**config.mk**
```make
export PLATFORM = sky130hd
export DESIGN_NAME = pic_ctrl
export DESIGN_NICKNAME = d
export VERILOG_FILES = /design/src/common/pic_pkg.sv /design/src/design/pic_ctrl.sv /design/src/design/pic_pin_flag.sv
export SDC_FILE = /design/constraint.sdc
export NUM_CORES = 1
export LEC_CHECK = 0
export BUFFER_PORTS_ARGS = -buffer_cell sky130_fd_sc_hd__buf_4
export CELL_PAD_IN_SITES_DETAIL_PLACEMENT = 2
export CELL_PAD_IN_SITES_GLOBAL_PLACEMENT = 2
export CORE_ASPECT_RATIO = 0.75
export CORE_MARGIN = 8
export CORE_UTILIZATION = 35
export DETAILED_ROUTE_END_ITERATION = 10
export PLACE_DENSITY = 0.74
export REMOVE_ABC_BUFFERS = 1
export SETUP_SLACK_MARGIN = 0.4
export SKIP_LAST_GASP = 1
export SYNTH_ARGS = -nofsm -noshare
export SYNTH_HDL_FRONTEND = slang
export SYNTH_SLANG_ARGS = --single-unit
export TNS_END_PERCENT = 50
```
**constraint.sdc**
```tcl
create_clock -name sys_clk -period 23.4 [get_ports sys_clk]
set_input_delay 3.51 -clock sys_clk [delete_from_list [all_inputs] [get_ports sys_clk]]
set_output_delay 3.51 -clock sys_clk [all_outputs]
set_load 0.05 [all_outputs]
```
**src/common/pic_pkg.sv**
```systemverilog
package pic_pkg;

   // ----------------------------------------
   // register map (word index on reg_addr)
   // ----------------------------------------
   localparam int ADDR_W = 4;
   localparam int DATA_W = 16;
   localparam int NPRIO = 8;
   localparam logic [3:0] OFS_PRIO_A = 4'h0;
   localparam logic [3:0] OFS_CTRL = 4'h8;
   localparam logic [3:0] OFS_FLAGS = 4'h9;

   // writable bits of priority_set_a .. priority_set_h; the rest read zero
   localparam logic [15:0] PRIO_WMASK [0:7] = '{
      16'hffff, 16'h00ff, 16'h0000, 16'hffff,
      16'hff00, 16'h000f, 16'hf0ff, 16'hf000};
   localparam logic [15:0] PRIO_RESET = 16'h0000;

   // ----------------------------------------
   // pin_detect_control / pin_request_flags fields
   // ----------------------------------------
   localparam int CTRL_NMI_LEVEL_BIT = 15;
   localparam int CTRL_NMI_EDGE_BIT = 8;
   localparam logic [15:0] CTRL_WMASK = 16'h01f3;
   localparam logic [15:0] CTRL_RESET = 16'h0000;
   localparam logic [15:0] FLAGS_RESET = 16'h0000;
   localparam int NPIN = 6;
   // pins 0,1,2,3,6,7 in order
   localparam int PIN_BIT [0:5] = '{7, 6, 5, 4, 1, 0};

   // ----------------------------------------
   // sources, listed in default ranking order (index 0 highest)
   // ----------------------------------------
   localparam int NPERIPH = 12;
   localparam int NSRC = 1 + NPIN + NPERIPH;
   localparam int SRC_W = 5;
   localparam int LVL_W = 5;
   localparam logic [4:0] NMI_LEVEL = 5'h10;
   localparam logic [4:0] SRC_NMI = 5'h00;
   localparam logic [4:0] SRC_PIN0 = 5'h01;
   // priority register index and field (3 = bits 15:12 .. 0 = bits 3:0)
   // for each source; index 0 (nonmaskable) is unused here
   localparam int SRC_REG [0:18] = '{
      0, 0, 0, 0, 0, 1, 1,
      3, 3, 3, 3, 4, 4, 5, 6, 6, 6, 7, 7};
   localparam int SRC_FLD [0:18] = '{
      0, 3, 2, 1, 0, 1, 0,
      3, 2, 1, 0, 3, 2, 0, 3, 1, 0, 3, 3};

endpackage : pic_pkg

```
**src/design/pic_ctrl.sv**
```systemverilog
`timescale 1ns/1ps

// What this block does
// eight 16-bit read/write priority registers, four 4-bit fields each
// field value 0 is lowest level, 0xf is highest, linear between
// register a sets pins 0-3; register b low fields set pins 6, 7
// c reserved; d serves timers 0 and 1; e upper fields timer 2
// f serves serial 1; g converter and compare timers; h watchdog/8-bit timer
// watchdog and 8-bit timer share one priority field
// reset clears priority registers; standby leaves them alone
// reserved priority bits read zero; software writes zero
// control bit 15 reads live nonmaskable pin level, not writable
// control bit 8 picks nonmaskable edge: 0 falling, 1 rising
// control bits 7-4, 1, 0: pin sense, 0 low level, 1 falling edge
// control bits 14-9, 3, 2 read zero; software writes zero
// control and flag registers reset; flags reset to zero
// flag bits 7-4 pins 0-3, bits 1, 0 pins 6, 7; others zero
// level sense: flag is 1 while pin low, 0 while high
// edge sense: falling edge sets the flag
// edge sense: read flag as 1, then write 0 clears it
// edge sense: flag clears when that pin's request is accepted
// highest programmed level wins; ties by fixed order
// request to the cpu only when level exceeds cpu mask
// cpu abandons decoded instruction, saves status and pc
// cpu copies level into its mask and jumps through vector
// edge request held until accepted or cleared; reset discards it
// equal levels resolve by fixed default ranking
// nonmaskable is level 16 and ignores the cpu mask
// writing 1, or 0 without prior read of 1, leaves flag alone
module pic_ctrl (
   input wire logic sys_clk,
   input wire logic rst,
   input wire logic nmi_pin,
   input wire logic [5:0] irq_pin_n,
   input wire logic [11:0] periph_req,
   input wire logic [3:0] reg_addr,
   input wire logic [15:0] reg_wdata,
   input wire logic reg_wr,
   input wire logic reg_rd,
   output logic [15:0] reg_rdata,
   input wire logic [3:0] cpu_mask,
   output logic cpu_irq,
   output logic [4:0] cpu_irq_level,
   output logic [4:0] cpu_irq_src,
   input wire logic cpu_ack,
   input wire logic [4:0] cpu_ack_src
);

   // ----------------------------------------
   // registers
   // ----------------------------------------
   logic [15:0] prio_r [0:7];
   logic [15:0] ctrl_r;
   logic [15:0] rdata_r;
   logic nmi_prev_r;
   logic nmi_prime_r;
   logic nmi_pend_r;
   logic nmi_pend_nxt;
   logic irq_r;
   logic [4:0] lvl_r;
   logic [4:0] src_r;

   // ----------------------------------------
   // bus decode
   // ----------------------------------------
   wire prio_hit = (reg_addr < pic_pkg::OFS_CTRL);
   wire [2:0] prio_idx = reg_addr[2:0];
   wire ctrl_wr = reg_wr && (reg_addr == pic_pkg::OFS_CTRL);
   wire flags_wr = reg_wr && (reg_addr == pic_pkg::OFS_FLAGS);
   wire flags_rd = reg_rd && (reg_addr == pic_pkg::OFS_FLAGS);
   wire nmi_edge_sel = ctrl_r[pic_pkg::CTRL_NMI_EDGE_BIT];

   logic [5:0] pin_flag;
   logic [5:0] pin_sense;
   logic [5:0] pin_wbit;
   logic [5:0] pin_ack;
   logic [15:0] flags_view;
   logic [15:0] ctrl_view;
   logic [15:0] rd_mux;

   always_comb
   begin
      flags_view = 16'h0000;
      for (int k = 0; k < pic_pkg::NPIN; k++)
      begin
         pin_sense[k] = ctrl_r[pic_pkg::PIN_BIT[k]];
         pin_wbit[k] = reg_wdata[pic_pkg::PIN_BIT[k]];
         pin_ack[k] = cpu_ack && (cpu_ack_src == pic_pkg::SRC_PIN0 + 5'(k)) && pin_sense[k];
         flags_view[pic_pkg::PIN_BIT[k]] = pin_flag[k];
      end
   end

   // live pin level in bit 15, never stored
   assign ctrl_view = {nmi_pin, ctrl_r[14:0] & pic_pkg::CTRL_WMASK[14:0]};

   assign rd_mux = prio_hit ? prio_r[prio_idx] :
                   (reg_addr == pic_pkg::OFS_CTRL) ? ctrl_view :
                   (reg_addr == pic_pkg::OFS_FLAGS) ? flags_view : 16'h0000;

   // ----------------------------------------
   // pin request flags
   // ----------------------------------------
   genvar g;
   generate
      for (g = 0; g < pic_pkg::NPIN; g++)
      begin : gen_pin
         pic_pin_flag u_pin (
            .sys_clk(sys_clk),
            .rst(rst),
            .pin_n(irq_pin_n[g]),
            .sense_edge(pin_sense[g]),
            .flags_rd(flags_rd),
            .flags_wr(flags_wr),
            .wr_bit(pin_wbit[g]),
            .ack_clr(pin_ack[g]),
            .flag(pin_flag[g])
         );
      end
   endgenerate

   // ----------------------------------------
   // register writes and read data
   // ----------------------------------------
   always_ff @(posedge sys_clk or posedge rst)
   begin
      if (rst)
      begin
         for (int i = 0; i < pic_pkg::NPRIO; i++)
         begin
            prio_r[i] <= pic_pkg::PRIO_RESET;
         end
         ctrl_r <= pic_pkg::CTRL_RESET;
         rdata_r <= 16'h0000;
      end
      else
      begin
         if (reg_wr && prio_hit)
         begin
            prio_r[prio_idx] <= reg_wdata & pic_pkg::PRIO_WMASK[prio_idx];
         end
         if (ctrl_wr)
         begin
            ctrl_r <= reg_wdata & pic_pkg::CTRL_WMASK;
         end
         rdata_r <= reg_rd ? rd_mux : 16'h0000;
      end
   end

   assign reg_rdata = rdata_r;

   // ----------------------------------------
   // nonmaskable pin
   // ----------------------------------------
   wire nmi_hit = nmi_prime_r && (nmi_edge_sel ? (~nmi_prev_r & nmi_pin)
                                               : (nmi_prev_r & ~nmi_pin));
   wire nmi_ack = cpu_ack && (cpu_ack_src == pic_pkg::SRC_NMI);
   // a fresh edge beside the acceptance stays pending
   assign nmi_pend_nxt = nmi_hit | (nmi_pend_r & ~nmi_ack);

   always_ff @(posedge sys_clk or posedge rst)
   begin
      if (rst)
      begin
         nmi_prev_r <= 1'b0;
         nmi_prime_r <= 1'b0;
         nmi_pend_r <= 1'b0;
      end
      else
      begin
         nmi_prev_r <= nmi_pin;
         nmi_prime_r <= 1'b1;
         nmi_pend_r <= nmi_pend_nxt;
      end
   end

   // ----------------------------------------
   // level lookup and arbitration
   // ----------------------------------------
   function automatic logic [4:0] field_level(input logic [15:0] r, input int fld);
      logic [3:0] code;
      code = r[fld*4 +: 4];
      return {1'b0, code};
   endfunction : field_level

   logic [18:0] req;
   logic [4:0] lvl [0:18];
   logic sel_found;
   logic [4:0] sel_lvl;
   logic [4:0] sel_src;

   always_comb
   begin
      req = {periph_req, pin_flag, nmi_pend_r};
      lvl[0] = pic_pkg::NMI_LEVEL;
      for (int i = 1; i < pic_pkg::NSRC; i++)
      begin
         // both watchdog and 8-bit timer point at register h, field 3
         lvl[i] = field_level(prio_r[pic_pkg::SRC_REG[i]], pic_pkg::SRC_FLD[i]);
      end
      sel_found = 1'b0;
      sel_lvl = 5'h00;
      sel_src = 5'h00;
      // strict compare keeps the earlier, higher ranked source on a tie
      for (int i = 0; i < pic_pkg::NSRC; i++)
      begin
         if (req[i] && (!sel_found || (lvl[i] > sel_lvl)))
         begin
            sel_found = 1'b1;
            sel_lvl = lvl[i];
            sel_src = 5'(i);
         end
      end
   end

   // level 16 always beats a 4-bit mask, so nonmaskable is never gated
   wire grant = sel_found && (sel_lvl > {1'b0, cpu_mask});

   // ----------------------------------------
   // cpu request
   // ----------------------------------------
   // the request is registered: after an acceptance it stands one more
   // cycle while the raised mask takes effect; a nonmaskable one, never masked, stands two until its cleared pending bit takes effect
   always_ff @(posedge sys_clk or posedge rst)
   begin
      if (rst)
      begin
         irq_r <= 1'b0;
         lvl_r <= 5'h00;
         src_r <= 5'h00;
      end
      else
      begin
         irq_r <= grant;
         lvl_r <= grant ? sel_lvl : 5'h00;
         src_r <= grant ? sel_src : 5'h00;
      end
   end

   assign cpu_irq = irq_r;
   assign cpu_irq_level = lvl_r;
   assign cpu_irq_src = src_r;
endmodule : pic_ctrl

```
**src/design/pic_pin_flag.sv**
```systemverilog
`timescale 1ns/1ps

// one external request pin: level or falling-edge detection and its flag
module pic_pin_flag (
   input wire logic sys_clk,
   input wire logic rst,
   input wire logic pin_n,
   input wire logic sense_edge,
   input wire logic flags_rd,
   input wire logic flags_wr,
   input wire logic wr_bit,
   input wire logic ack_clr,
   output logic flag
);

   logic prev_r;
   logic prime_r;
   logic edge_r;
   logic edge_nxt;
   logic armed_r;
   logic armed_nxt;
   logic fall;
   logic sw_clr;

   // no edge is seen in the first cycle after reset: prev_r is not yet real
   assign fall = prime_r & prev_r & ~pin_n;
   assign sw_clr = flags_wr & ~wr_bit & armed_r;
   // a new edge in the clearing cycle wins over the clear; edges seen under
   // level sense are dropped so a later switch to edge sense starts clean
   assign edge_nxt = sense_edge & (fall | (edge_r & ~sw_clr & ~ack_clr));
   assign armed_nxt = flags_rd ? flag : (flags_wr ? 1'b0 : armed_r);
   assign flag = sense_edge ? edge_r : ~pin_n;

   always_ff @(posedge sys_clk or posedge rst)
   begin
      if (rst)
      begin
         prev_r <= 1'b1;
         prime_r <= 1'b0;
         edge_r <= 1'b0;
         armed_r <= 1'b0;
      end
      else
      begin
         prev_r <= pin_n;
         prime_r <= 1'b1;
         edge_r <= edge_nxt;
         armed_r <= armed_nxt;
      end
   end

endmodule : pic_pin_flag

```
==> results.json, run 1 <==
{
  "result_of_the_run": "complete, but fails checks",
  "violations": "negative setup slack",
  "arrival_ns": 30.37,
  "power.static_leakage_nw": 7.39,
  "critical-path-max-stage-delay_ns": 0.46,
  "postRouteAntennaNets": 0,
  "fillers": 3295,
  "postPlaceCellArea_um2": 13600,
  "report.final.hold_viol_count": 0,
  "synth.top_cells.by_count": "sky130_fd_sc_hd__nand2_1 (220), sky130_fd_sc_hd__dfrtp_1 (177), sky130_fd_sc_hd__o21ai_0 (176)",
  "maxCapViolations": 0,
  "clock.fmax_ghz": 0.0333,
  "timing.final.crit_period_ns": 30.01,
  "most_repeated_cell_in_the_gate_level_netlist_after_synthesis": "sky130_fd_sc_hd__nand2_1",
  "worst_path_most_repeated_cell": "sky130_fd_sc_hd__ha_4",
  "design_area_um2": 16800,
  "skew_ns": 0.0196,
  "detail_route.first_pass.iterations": 5,
  "setup.worst_path.end_class": "flop",
  "worst-endpoint-required_ns": 23.76,
  "critical-path-slowest-cell": "sky130_fd_sc_hd__a2111oi_4",
  "cp_class": "input pin to flop",
  "htree_levels": 4,
  "ctsRootBufferMaster": "sky130_fd_sc_hd__clkbuf_16",
  "placeableCoreArea_um2": 32200,
  "antenna_found_initial": 5,
  "ys.flop_type": "sky130_fd_sc_hd__dfrtp_1",
  "synth_area_leader_cell": "sky130_fd_sc_hd__dfrtp_1",
  "cts.sinks": 183,
  "tritoncts": "yes",
  "yosys-top-cells-area": "sky130_fd_sc_hd__dfrtp_1 (39%), sky130_fd_sc_hd__ha_1 (8.5%), sky130_fd_sc_hd__o21ai_0 (7.7%)",
  "ys_seq_elements": 183,
  "report.final.slew_viol_count": 0,
  "design.portCount": 80,
  "max_slew.worst_pin.slew_ns": 1.12,
  "power_density_nw_per_um2": 93.7,
  "grt_start_max_net_pins": 129,
  "post_synth_instance_area_um2": 11400,
  "setup_viol": 10,
  "global_route_wire_length_before_repair_um": 92700,
  "async_flop_share_pct": 100,
  "insertion_delay_ns": 0.50,
  "path_clk_slew_ns": 0.08,
  "dr_total_vias": 13100,
  "port_buffers": 79,
  "fp.dieArea_um2": 38600,
  "grt_overflow": 0,
  "synthesis.instances": 1211,
  "num_rows": 57,
  "die_width_um": 224,
  "cts_buffers": 17,
  "initial_core_util_pct": 35.3,
  "global_route_usage_over_all_layers_pct": 32.4,
  "first_global_vias": 13600,
  "cts_hold_buffers": 0,
  "worst-r2r-setup-slack_ns": -4.07,
  "post_route_cells_drive_above_1_share_pct": 45.2,
  "pre_cts_ws_ns": -6.54,
  "drt-vias-per-instance": 6.61,
  "power_total_w": 0.00157,
  "worst_hold_path_type": "flop to flop",
  "multi_input_area_um2": 8050,
  "setup_slack_ns": -6.61,
  "initial_drc_count": 1186,
  "drc": 0,
  "grt_setup_unrepaired": "true",
  "yosys_warnings": 0,
  "layout-area-overhead-vs-synth_pct": 47.5,
  "synth_top_area_share_pct": 38.9,
  "layout.area.seq_um2": 4590,
  "slew_headroom_pct": 24.4,
  "ctsLongestPathBuffers": 2,
  "ir_drop_v": 0.0000705,
  "routed_wl_um": 74700,
  "synth_cell_type_count": 83,
  "detail_route.wl_per_cell_um": 37.6,
  "synthesis.area_per_instance_um2": 9.40,
  "worstSetupStartpointType": "input pin",
  "place.gp.congestion": 0.890,
  "cp_max_fo": 8,
  "postLayoutCoreUtil_pct": 52.1,
  "final_net_count": 1660,
  "ys_seq_area_share_pct": 40.3,
  "min_period_over_period_pct": 128,
  "detailed_placement_wirelength_estimate_um": 36000,
  "die_height_um": 172,
  "synth_enable_flop_cells": 0
}
-- logic make-up after synthesis --
group           count (synthesis)  synth area share (%)
compound gates                377                  21.5
fa+ha+maj                      77                  8.47
buf+inv                       108                  3.85
flops                         183                  40.3
mux                            60                  8.93
other cells                     1                0.0329
simple gates                  405                  17.0
-- final cells by class --
cell class / count / area share [%]
well taps: 442 / 3.29
flip-flops and latches: 183 / 27.3
repair buffers: 355 / 16.4
clock buffers: 20 / 2.72
diodes: 2 / 0.0298
inverters: 53 / 1.24
clock inverters: 12 / 0.991
multi-input cells: 920 / 47.9
-- worst max-delay path, delay by kind of cell --
family	cells	cell delay, ns
multiplexers	4	1.30
AND/OR/NAND/NOR	27	3.30
adder cells (fa/ha/maj)	18	4.67
AO/OA/AOI/OAI	72	14.27
buffers and inverters	23	3.17
-- flip-flops by register name, summed over array words and instances (netlist names) --
signal and flops:
gen_pin.u_pin.edge_r 6, prio_r 60, cpu_irq_src 5, reg_rdata 16, cpu_irq 1, cpu_irq_level 5
lvl 68, gen_pin.u_pin.prime_r 1, nmi_pend_r 1, ctrl_r 7, gen_pin.u_pin.armed_r 6, gen_pin.u_pin.prev_r 6
nmi_prev_r 1
-- worst paths after layout --
path	startpoint	to	cells after the start
worst max register to register	ctrl_r[7]$_DFFE_PP0P_	cpu_irq_src[2]$_DFF_PP0_	144
worst min register to register	prio_r[27]$_DFFE_PP0P_	prio_r[27]$_DFFE_PP0P_	2
worst min-delay path	prio_r[27]$_DFFE_PP0P_	prio_r[27]$_DFFE_PP0P_	2
worst max-delay path	irq_pin_n[0]	cpu_irq_src[2]$_DFF_PP0_	144
min in group asynchronous	rst	lvl[53]$_DFFE_PP0P_	2
max in group asynchronous	rst	gen_pin[4].u_pin.edge_r$_DFF_PP0_	3
-- per-stage QoR --
stage | setup TNS, ns | hold slack (ns) | cells
final | -65.66 | 0.484 | 1987
after global routing | -68.34 | 0.517 | 1986
after CTS | -40.30 | 0.486 | 1942
after detailed placement | -64.92 | 0.469 | 1848
after global placement | -47.00 | 0.456 | 1848
after floorplan | -60.13 | 0.445 | 1156
-- metal layers --
metal / GRT usage (%) / routed length (um) / vias to the layer above
met2: 53.6 / 34300 / 897
li1: - / - / 5006
met4: 17.4 / 5900 / 0
met3: 6.36 / 6030 / 396
met5: 0 / 0 / -
met1: 40.1 / 28500 / 6826
-- cells in the final DEF, fill, tap and decap left out, types with 9 or more instances in the layout --
cell                        netlist  final
sky130_fd_sc_hd__inv_1           53     40
sky130_fd_sc_hd__ha_1            77     31
sky130_fd_sc_hd__nor3_1          15      9
sky130_fd_sc_hd__nor2b_4          0     17
sky130_fd_sc_hd__a21oi_4          0      9
sky130_fd_sc_hd__clkbuf_16        0     17
sky130_fd_sc_hd__o21ai_2          3     15
sky130_fd_sc_hd__o211ai_1        18     18
sky130_fd_sc_hd__nand3_1         28     23
sky130_fd_sc_hd__o21ai_4          0      9
sky130_fd_sc_hd__nand2_2          0      9
sky130_fd_sc_hd__and2_1          24     17
sky130_fd_sc_hd__mux4_2          32     32
sky130_fd_sc_hd__dfrtp_1        177    177
sky130_fd_sc_hd__nor2_1          42     24
sky130_fd_sc_hd__a21o_1          10     10
sky130_fd_sc_hd__a21oi_1         59     26
sky130_fd_sc_hd__mux2i_1         16      9
sky130_fd_sc_hd__nor2_2           1     11
sky130_fd_sc_hd__buf_6            3     22
sky130_fd_sc_hd__buf_4            0    332
sky130_fd_sc_hd__a21oi_2          0     24
sky130_fd_sc_hd__o21ai_0        176    157
sky130_fd_sc_hd__a41o_1          13     13
sky130_fd_sc_hd__nand2b_1        17     15
sky130_fd_sc_hd__ha_4             0     42
sky130_fd_sc_hd__nand2_1        220    210
sky130_fd_sc_hd__inv_2            0     11
-- repair_timing --
item | CTS | global route
resized for setup | 201 | 142
pin swaps | 98 | 104
endpoints found under the setup margin | 10 | 10
buffers inserted | 62 | 43
-- power breakdown --
group          internal [W]  switching [W]
Clock              0.000176       0.000155
Sequential         0.000366      0.0000862
Combinational      0.000358       0.000430
Total              0.000901       0.000672
Note: power is estimated with default switching activity, not from simulation.
==> inputs of run 2 (changes only) <==
ABC_AREA = 1   (was not set)
CORE_UTILIZATION = 39   (was 35)
PLACE_DENSITY = 0.83   (was 0.74)
clock period = 36.3 ns   (was 23.4 ns; I/O delays follow)
==> run 2 against run 1 <==
The flow now finishes without violations. Via count fell by 19%. Register-to-register slack improved by 13 ns. Critical path type unchanged. Largest cell class unchanged. Highest routed layer unchanged. Sequential power fell by 38%.
==> results.json, run 2 <==
{
  "synth.top_cells.by_count": "sky130_fd_sc_hd__nand2_1 (292), sky130_fd_sc_hd__inv_1 (192), sky130_fd_sc_hd__o21ai_0 (181)",
  "synth_enable_flop_cells": 0,
  "global_route_usage_over_all_layers_pct": 26.4,
  "setup_tns_ns": 0,
  "worst-r2r-cell-count": 173,
  "multi_input_area_um2": 5580,
  "path_clk_slew_ns": 0.08,
  "layout_common_cells": "sky130_fd_sc_hd__nand2_1 (292), sky130_fd_sc_hd__inv_1 (191), sky130_fd_sc_hd__o21ai_0 (181)",
  "power_density_nw_per_um2": 60.2,
  "global_route_wire_length_before_repair_um": 69300,
  "die_width_um": 211,
  "placeableCoreArea_um2": 28000,
  "insertion_delay_ns": 0.45,
  "die_height_um": 162,
  "ys_seq_elements": 183,
  "slew_headroom_pct": 21.7,
  "design.portCount": 80,
  "cts_hold_buffers": 0,
  "timing.final.crit_period_ns": 31.27,
  "power.static_leakage_nw": 6.11,
  "ctsRootBufferMaster": "sky130_fd_sc_hd__clkbuf_16",
  "cts_buffers": 17,
  "fillers": 3273,
  "post_route_cells_drive_above_1_share_pct": 13.3,
  "dr_total_vias": 10600,
  "worst-endpoint-required_ns": 36.59,
  "detailed_placement_wirelength_estimate_um": 34000,
  "worstSetupStartpointType": "input pin",
  "grt_overflow": 0,
  "largest_reg_flops": 68,
  "r2r-start": "nmi_pend_r$_DFF_PP0_",
  "setup_slack_ns": 5.03,
  "layout-area-overhead-vs-synth_pct": 14.3,
  "cp_max_fo": 10,
  "diodes": 0,
  "postRouteAntennaNets": 0,
  "synth_cell_type_count": 44,
  "tritoncts": "yes",
  "fp.dieArea_um2": 34100,
  "grt_setup_unrepaired": "false",
  "worst_hold_path_type": "flop to flop",
  "maxCapViolations": 0,
  "cts_resized": 0,
  "routed_wl_um": 44800,
  "synth_area_leader_cell": "sky130_fd_sc_hd__dfrtp_1",
  "pre_cts_ws_ns": 5.39,
  "layout.area.seq_um2": 4590,
  "skew_ns": 0.0161,
  "synthesis.area_per_instance_um2": 7.89,
  "result_of_the_run": "finished clean",
  "antenna_found_initial": 0,
  "num_rows": 53,
  "initial_drc_count": 520,
  "min_period_over_period_pct": 86.1,
  "post_cts.repair.setup_buffers": 0,
  "worst_hold_slack_ns": 0.505,
  "yosys-top-cells-area": "sky130_fd_sc_hd__dfrtp_1 (40%), sky130_fd_sc_hd__nand2_1 (9.9%), sky130_fd_sc_hd__ha_1 (8.7%)",
  "port_buffers": 79,
  "power_total_w": 0.000763,
  "place.gp.congestion": 0.901,
  "final_net_count": 1598,
  "cts.sinks": 183,
  "htree_levels": 4,
  "worst_hold_path.num_cells": 1,
  "ys_seq_area_share_pct": 41.4,
  "yosys_warnings": 0,
  "ir_drop_v": 0.0000354,
  "post_synth_instance_area_um2": 11100,
  "arrival_ns": 31.56,
  "ff_to_ff_end": "cpu_irq_src[3]$_DFF_PP0_",
  "synthesis.instances": 1404,
  "worst-r2r-setup-slack_ns": 9.24,
  "whs_endpoint": "prio_r[26]$_DFFE_PP0P_",
  "detail_route.first_pass.iterations": 4,
  "setup.worst_path.end_class": "flop",
  "report.final.hold_viol_count": 0,
  "most_repeated_cell_in_the_gate_level_netlist_after_synthesis": "sky130_fd_sc_hd__nand2_1",
  "report.final.slew_viol_count": 0,
  "postLayoutCoreUtil_pct": 45.3,
  "worst_path_most_repeated_cell": "sky130_fd_sc_hd__nand2_1",
  "ys.flop_type": "sky130_fd_sc_hd__dfrtp_1",
  "drt-vias-per-instance": 5.70,
  "critical-path-max-stage-delay_ns": 0.53,
  "initial_core_util_pct": 39.6,
  "cp_class": "input pin to flop",
  "setup_viol": 0,
  "ctsLongestPathBuffers": 2,
  "timing.hold.worst.start": "prio_r[26]$_DFFE_PP0P_",
  "grt_start_max_net_pins": 114,
  "clock.fmax_ghz": 0.0320,
  "synth_top_area_share_pct": 40.0,
  "drc": 0,
  "detail_route.wl_per_cell_um": 24.0,
  "first_global_vias": 11600,
  "critical-path-slowest-cell": "sky130_fd_sc_hd__a21oi_1",
  "layout_commonest_cell": "sky130_fd_sc_hd__nand2_1",
  "max_slew.worst_pin.slew_ns": 1.17,
  "async_flop_share_pct": 100
}
[run 2: cell count changes after synthesis, moves of 15 or more]
cell | before | now
sky130_fd_sc_hd__nor2b_1 | 23 | 0
sky130_fd_sc_hd__nand2b_1 | 17 | 0
sky130_fd_sc_hd__nand3_1 | 28 | 100
sky130_fd_sc_hd__a21oi_1 | 59 | 100
sky130_fd_sc_hd__nor2_1 | 42 | 57
sky130_fd_sc_hd__nand2_1 | 220 | 292
sky130_fd_sc_hd__inv_1 | 53 | 192
sky130_fd_sc_hd__mux4_2 | 32 | 0
sky130_fd_sc_hd__mux2_2 | 12 | 42
sky130_fd_sc_hd__mux2i_1 | 16 | 0
[run 2: metal layers]
metal / global-route usage, % / up-vias / routed length, um
li1: - / 4818 / -
met5: 0 / - / 0
met1: 37.4 / 5538 / 21700
met2: 40.8 / 228 / 19800
met4: 7.68 / 0 / 1010
met3: 4.68 / 56 / 2210
[run 2: worst max-delay path, delay by kind of cell]
family,cells,cell delay [ns]
simple gates,100,11.43
buf+inv,24,3.43
compound gates,32,5.92
fa+ha+maj,18,5.35
[run 2: logic make-up (layout without fill, tap and decap cells)]
group | Yosys count | count (layout) | synth area share [%]
AND/OR/NAND/NOR | 520 | 520 | 20.5
buffers and inverters | 245 | 322 | 8.32
other | 1 | 1 | 0.0338
flip-flops | 183 | 183 | 41.4
adder cells (fa/ha/maj) | 77 | 77 | 8.69
AO/OA/AOI/OAI | 336 | 336 | 16.8
multiplexers | 42 | 42 | 4.27
[run 2: how the worst max path moves through the flow]
stage,endpoint,start,cells past startpoint,slack (ns)
after detailed placement,cpu_irq_src[3]$_DFF_PP0_,irq_pin_n[0],175,5.39
after CTS,cpu_irq_src[3]$_DFF_PP0_,irq_pin_n[0],176,5.41
after global routing,cpu_irq_src[3]$_DFF_PP0_,irq_pin_n[0],176,2.63
after global placement,cpu_irq_src[3]$_DFF_PP0_,irq_pin_n[0],174,6.97
final,cpu_irq_src[3]$_DFF_PP0_,irq_pin_n[0],174,5.03
after floorplan,cpu_irq_src[3]$_DFF_PP0_,irq_pin_n[0],173,10.61
[run 2: through the flow]
step,cell area (um2),std cells
final,12700,1866
after global routing,12700,1866
after CTS,12700,1866
after detailed placement,12100,1834
after global placement,12100,1834
after floorplan,10900,1360
[run 2: final cells by class]
type | count | share of cell area (%)
clock inverters | 15 | 1.26
multi-input cells | 976 | 44.1
flip-flops and latches | 183 | 36.2
clock buffers | 17 | 3.36
inverters | 201 | 6.01
well taps | 385 | 3.80
repair buffers | 89 | 5.27
[run 2: where the power goes]
group | internal (W) | leakage, nW | switching, W
combinational | 0.000101 | 3.53 | 0.000190
sequential | 0.000246 | 2.30 | 0.0000339
clock | 0.0000976 | 0.283 | 0.0000945
==> inputs of run 3 (changes only) <==
CORE_ASPECT_RATIO = not set   (was 0.75)
==> run 3 against run 2 <==
Cell area barely moved. Die area fell by 0.16%. Combinational power fell by 2%. Highest routed layer is now met5. Sequential cell count did not move. Global-route usage fell by 0.14 points.
==> results.json, run 3 (synthesis results as in run 2) <==
{
  "slew_headroom_pct": 18.7,
  "ctsLongestPathBuffers": 2,
  "drt-vias-per-instance": 5.64,
  "worst-r2r-cell-count": 174,
  "maxCapViolations": 0,
  "net_sw_share_pct": 41.0,
  "grt_start_max_net_pins": 134,
  "dr_total_vias": 10500,
  "die_width_um": 185,
  "clock.fmax_ghz": 0.0328,
  "die_height_um": 185,
  "setup_tns_ns": 0,
  "layout_commonest_cell": "sky130_fd_sc_hd__nand2_1",
  "setup.worst_path.end_class": "flop",
  "final_cells": 1859,
  "whs_endpoint": "prio_r[24]$_DFFE_PP0P_",
  "antenna_found_initial": 1,
  "power_density_nw_per_um2": 60.0,
  "diodes": 0,
  "power.sequential.fraction_pct": 36.5,
  "layout.area.seq_um2": 4590,
  "postRouteAntennaNets": 0,
  "initial_core_util_pct": 39.8,
  "layout-area-overhead-vs-synth_pct": 14.4,
  "skew_ns": 0.0138,
  "path_clk_slew_ns": 0.08,
  "worst_path_most_repeated_cell": "sky130_fd_sc_hd__nand2_1",
  "largest_reg_flops": 68,
  "cp_max_fo": 10,
  "critical-path-max-stage-delay_ns": 0.52,
  "cts_hold_buffers": 0,
  "global_route_wire_length_before_repair_um": 68400,
  "max_slew.worst_pin.slew_ns": 1.21,
  "placed_cells": 1827,
  "postPlaceCellArea_um2": 12100,
  "clkPwrFrac_pct": 26.0,
  "timing.final.crit_period_ns": 30.49,
  "first_global_vias": 11700,
  "cts_resized": 0,
  "placeableCoreArea_um2": 27900,
  "power.switching_w": 0.000312,
  "fp.dieArea_um2": 34100,
  "fillers": 3184,
  "initial_drc_count": 601,
  "grt_overflow": 0,
  "final_net_count": 1598,
  "insertion_delay_ns": 0.46,
  "drc": 0,
  "num_rows": 61,
  "arrival_ns": 30.79,
  "timing.hold.worst.start": "prio_r[24]$_DFFE_PP0P_",
  "detail_route.wl_per_cell_um": 23.5,
  "place.gp.congestion": 0.863,
  "htree_levels": 4,
  "layout_common_cells": "sky130_fd_sc_hd__nand2_1 (292), sky130_fd_sc_hd__inv_1 (191), sky130_fd_sc_hd__o21ai_0 (181)",
  "worst-endpoint-required_ns": 36.59,
  "cp_class": "input pin to flop",
  "result_of_the_run": "finished clean",
  "design.portCount": 80,
  "power.static_leakage_nw": 6.13,
  "cts.sinks": 183,
  "setup_viol": 0,
  "p_int_w": 0.000449,
  "global_route_usage_over_all_layers_pct": 26.3,
  "setup_slack_ns": 5.81,
  "design_area_um2": 12700,
  "port_buffers": 79,
  "detailed_placement_wirelength_estimate_um": 31900,
  "routed_wl_um": 43700,
  "worst_hold_path.num_cells": 1,
  "crit_path_leading_delay_family": "simple AND/OR/NAND/NOR gates",
  "cts_buffers": 17,
  "post_cts.repair.setup_buffers": 0,
  "worst-r2r-setup-slack_ns": 10.10,
  "report.final.slew_viol_count": 0,
  "detail_route.first_pass.iterations": 5,
  "pre_cts_ws_ns": 5.60,
  "min_period_over_period_pct": 84.0,
  "ff_to_ff_end": "cpu_irq_src[3]$_DFF_PP0_",
  "critical-path-slowest-cell": "sky130_fd_sc_hd__a21oi_1",
  "ir_drop_v": 0.0000252,
  "multi_input_area_um2": 5580,
  "timing.critical_path.buf_inv": 26,
  "post_route_cells_drive_above_1_share_pct": 13.2,
  "grt_setup_unrepaired": "false",
  "worst_hold_path_type": "flop to flop",
  "combPwrFrac_pct": 37.5,
  "report.final.hold_viol_count": 0,
  "tritoncts": "yes",
  "ctsRootBufferMaster": "sky130_fd_sc_hd__clkbuf_16",
  "worstSetupStartpointType": "input pin",
  "power_total_w": 0.000761,
  "r2r-start": "nmi_pend_r$_DFF_PP0_"
}
run 3: metal layers:
metal  track usage, %  up-vias  routed length, um
li1                 -     4812                  -
met4             11.0        2               1570
met5                0        -                 13
met2             46.4      219              21900
met1             31.6     5361              18600
met3             3.76       92               1640
run 3: layout make-up:
cell class	count	area share [%]
multi-input cells	976	44.0
clock inverters	13	1.22
repair buffers	89	5.27
clock buffers	19	3.57
well taps	378	3.73
inverters	201	6.01
flip-flops and latches	183	36.2
run 3: worst max path at each step:
stage	from	endpoint	slack [ns]	cells after the start
after floorplan	irq_pin_n[0]	cpu_irq_src[3]$_DFF_PP0_	10.61	173
after global placement	irq_pin_n[0]	cpu_irq_src[3]$_DFF_PP0_	7.07	175
after detailed placement	irq_pin_n[0]	cpu_irq_src[3]$_DFF_PP0_	5.60	175
after CTS	irq_pin_n[0]	cpu_irq_src[3]$_DFF_PP0_	5.79	175
after global routing	irq_pin_n[0]	cpu_irq_src[1]$_DFF_PP0_	2.74	175
final	irq_pin_n[0]	cpu_irq_src[3]$_DFF_PP0_	5.81	175
run 3: per-stage QoR:
stage               utilization, %  hold WS, ns
floorplan                        -        0.475
global placement              43.3        0.483
detailed placement            43.3        0.492
CTS                           45.5        0.510
global route                  45.5        0.521
finish                        45.5        0.506
run 3: worst reg2reg max path: cells and delay by family (launching register included):
kind | cells | cell delay [ns]
and+or+nand+nor | 98 | 10.65
AOI/OAI and AO/OA | 32 | 5.49
adders and majority gates | 18 | 5.23
buffers and inverters | 26 | 4.14
DFF | 1 | 0.57
run 3: power by group through the flow:
stage	clock, W	sequential, W	combinational, W
3_5_place_dp	0	0.000280	0.000282
5_1_grt	0.000207	0.000282	0.000321
6_report	0.000198	0.000278	0.000285
3_3_place_gp	0	0.000277	0.000264
4_1_cts	0.000201	0.000277	0.000288
2_1_floorplan	0	0.000285	0.000173
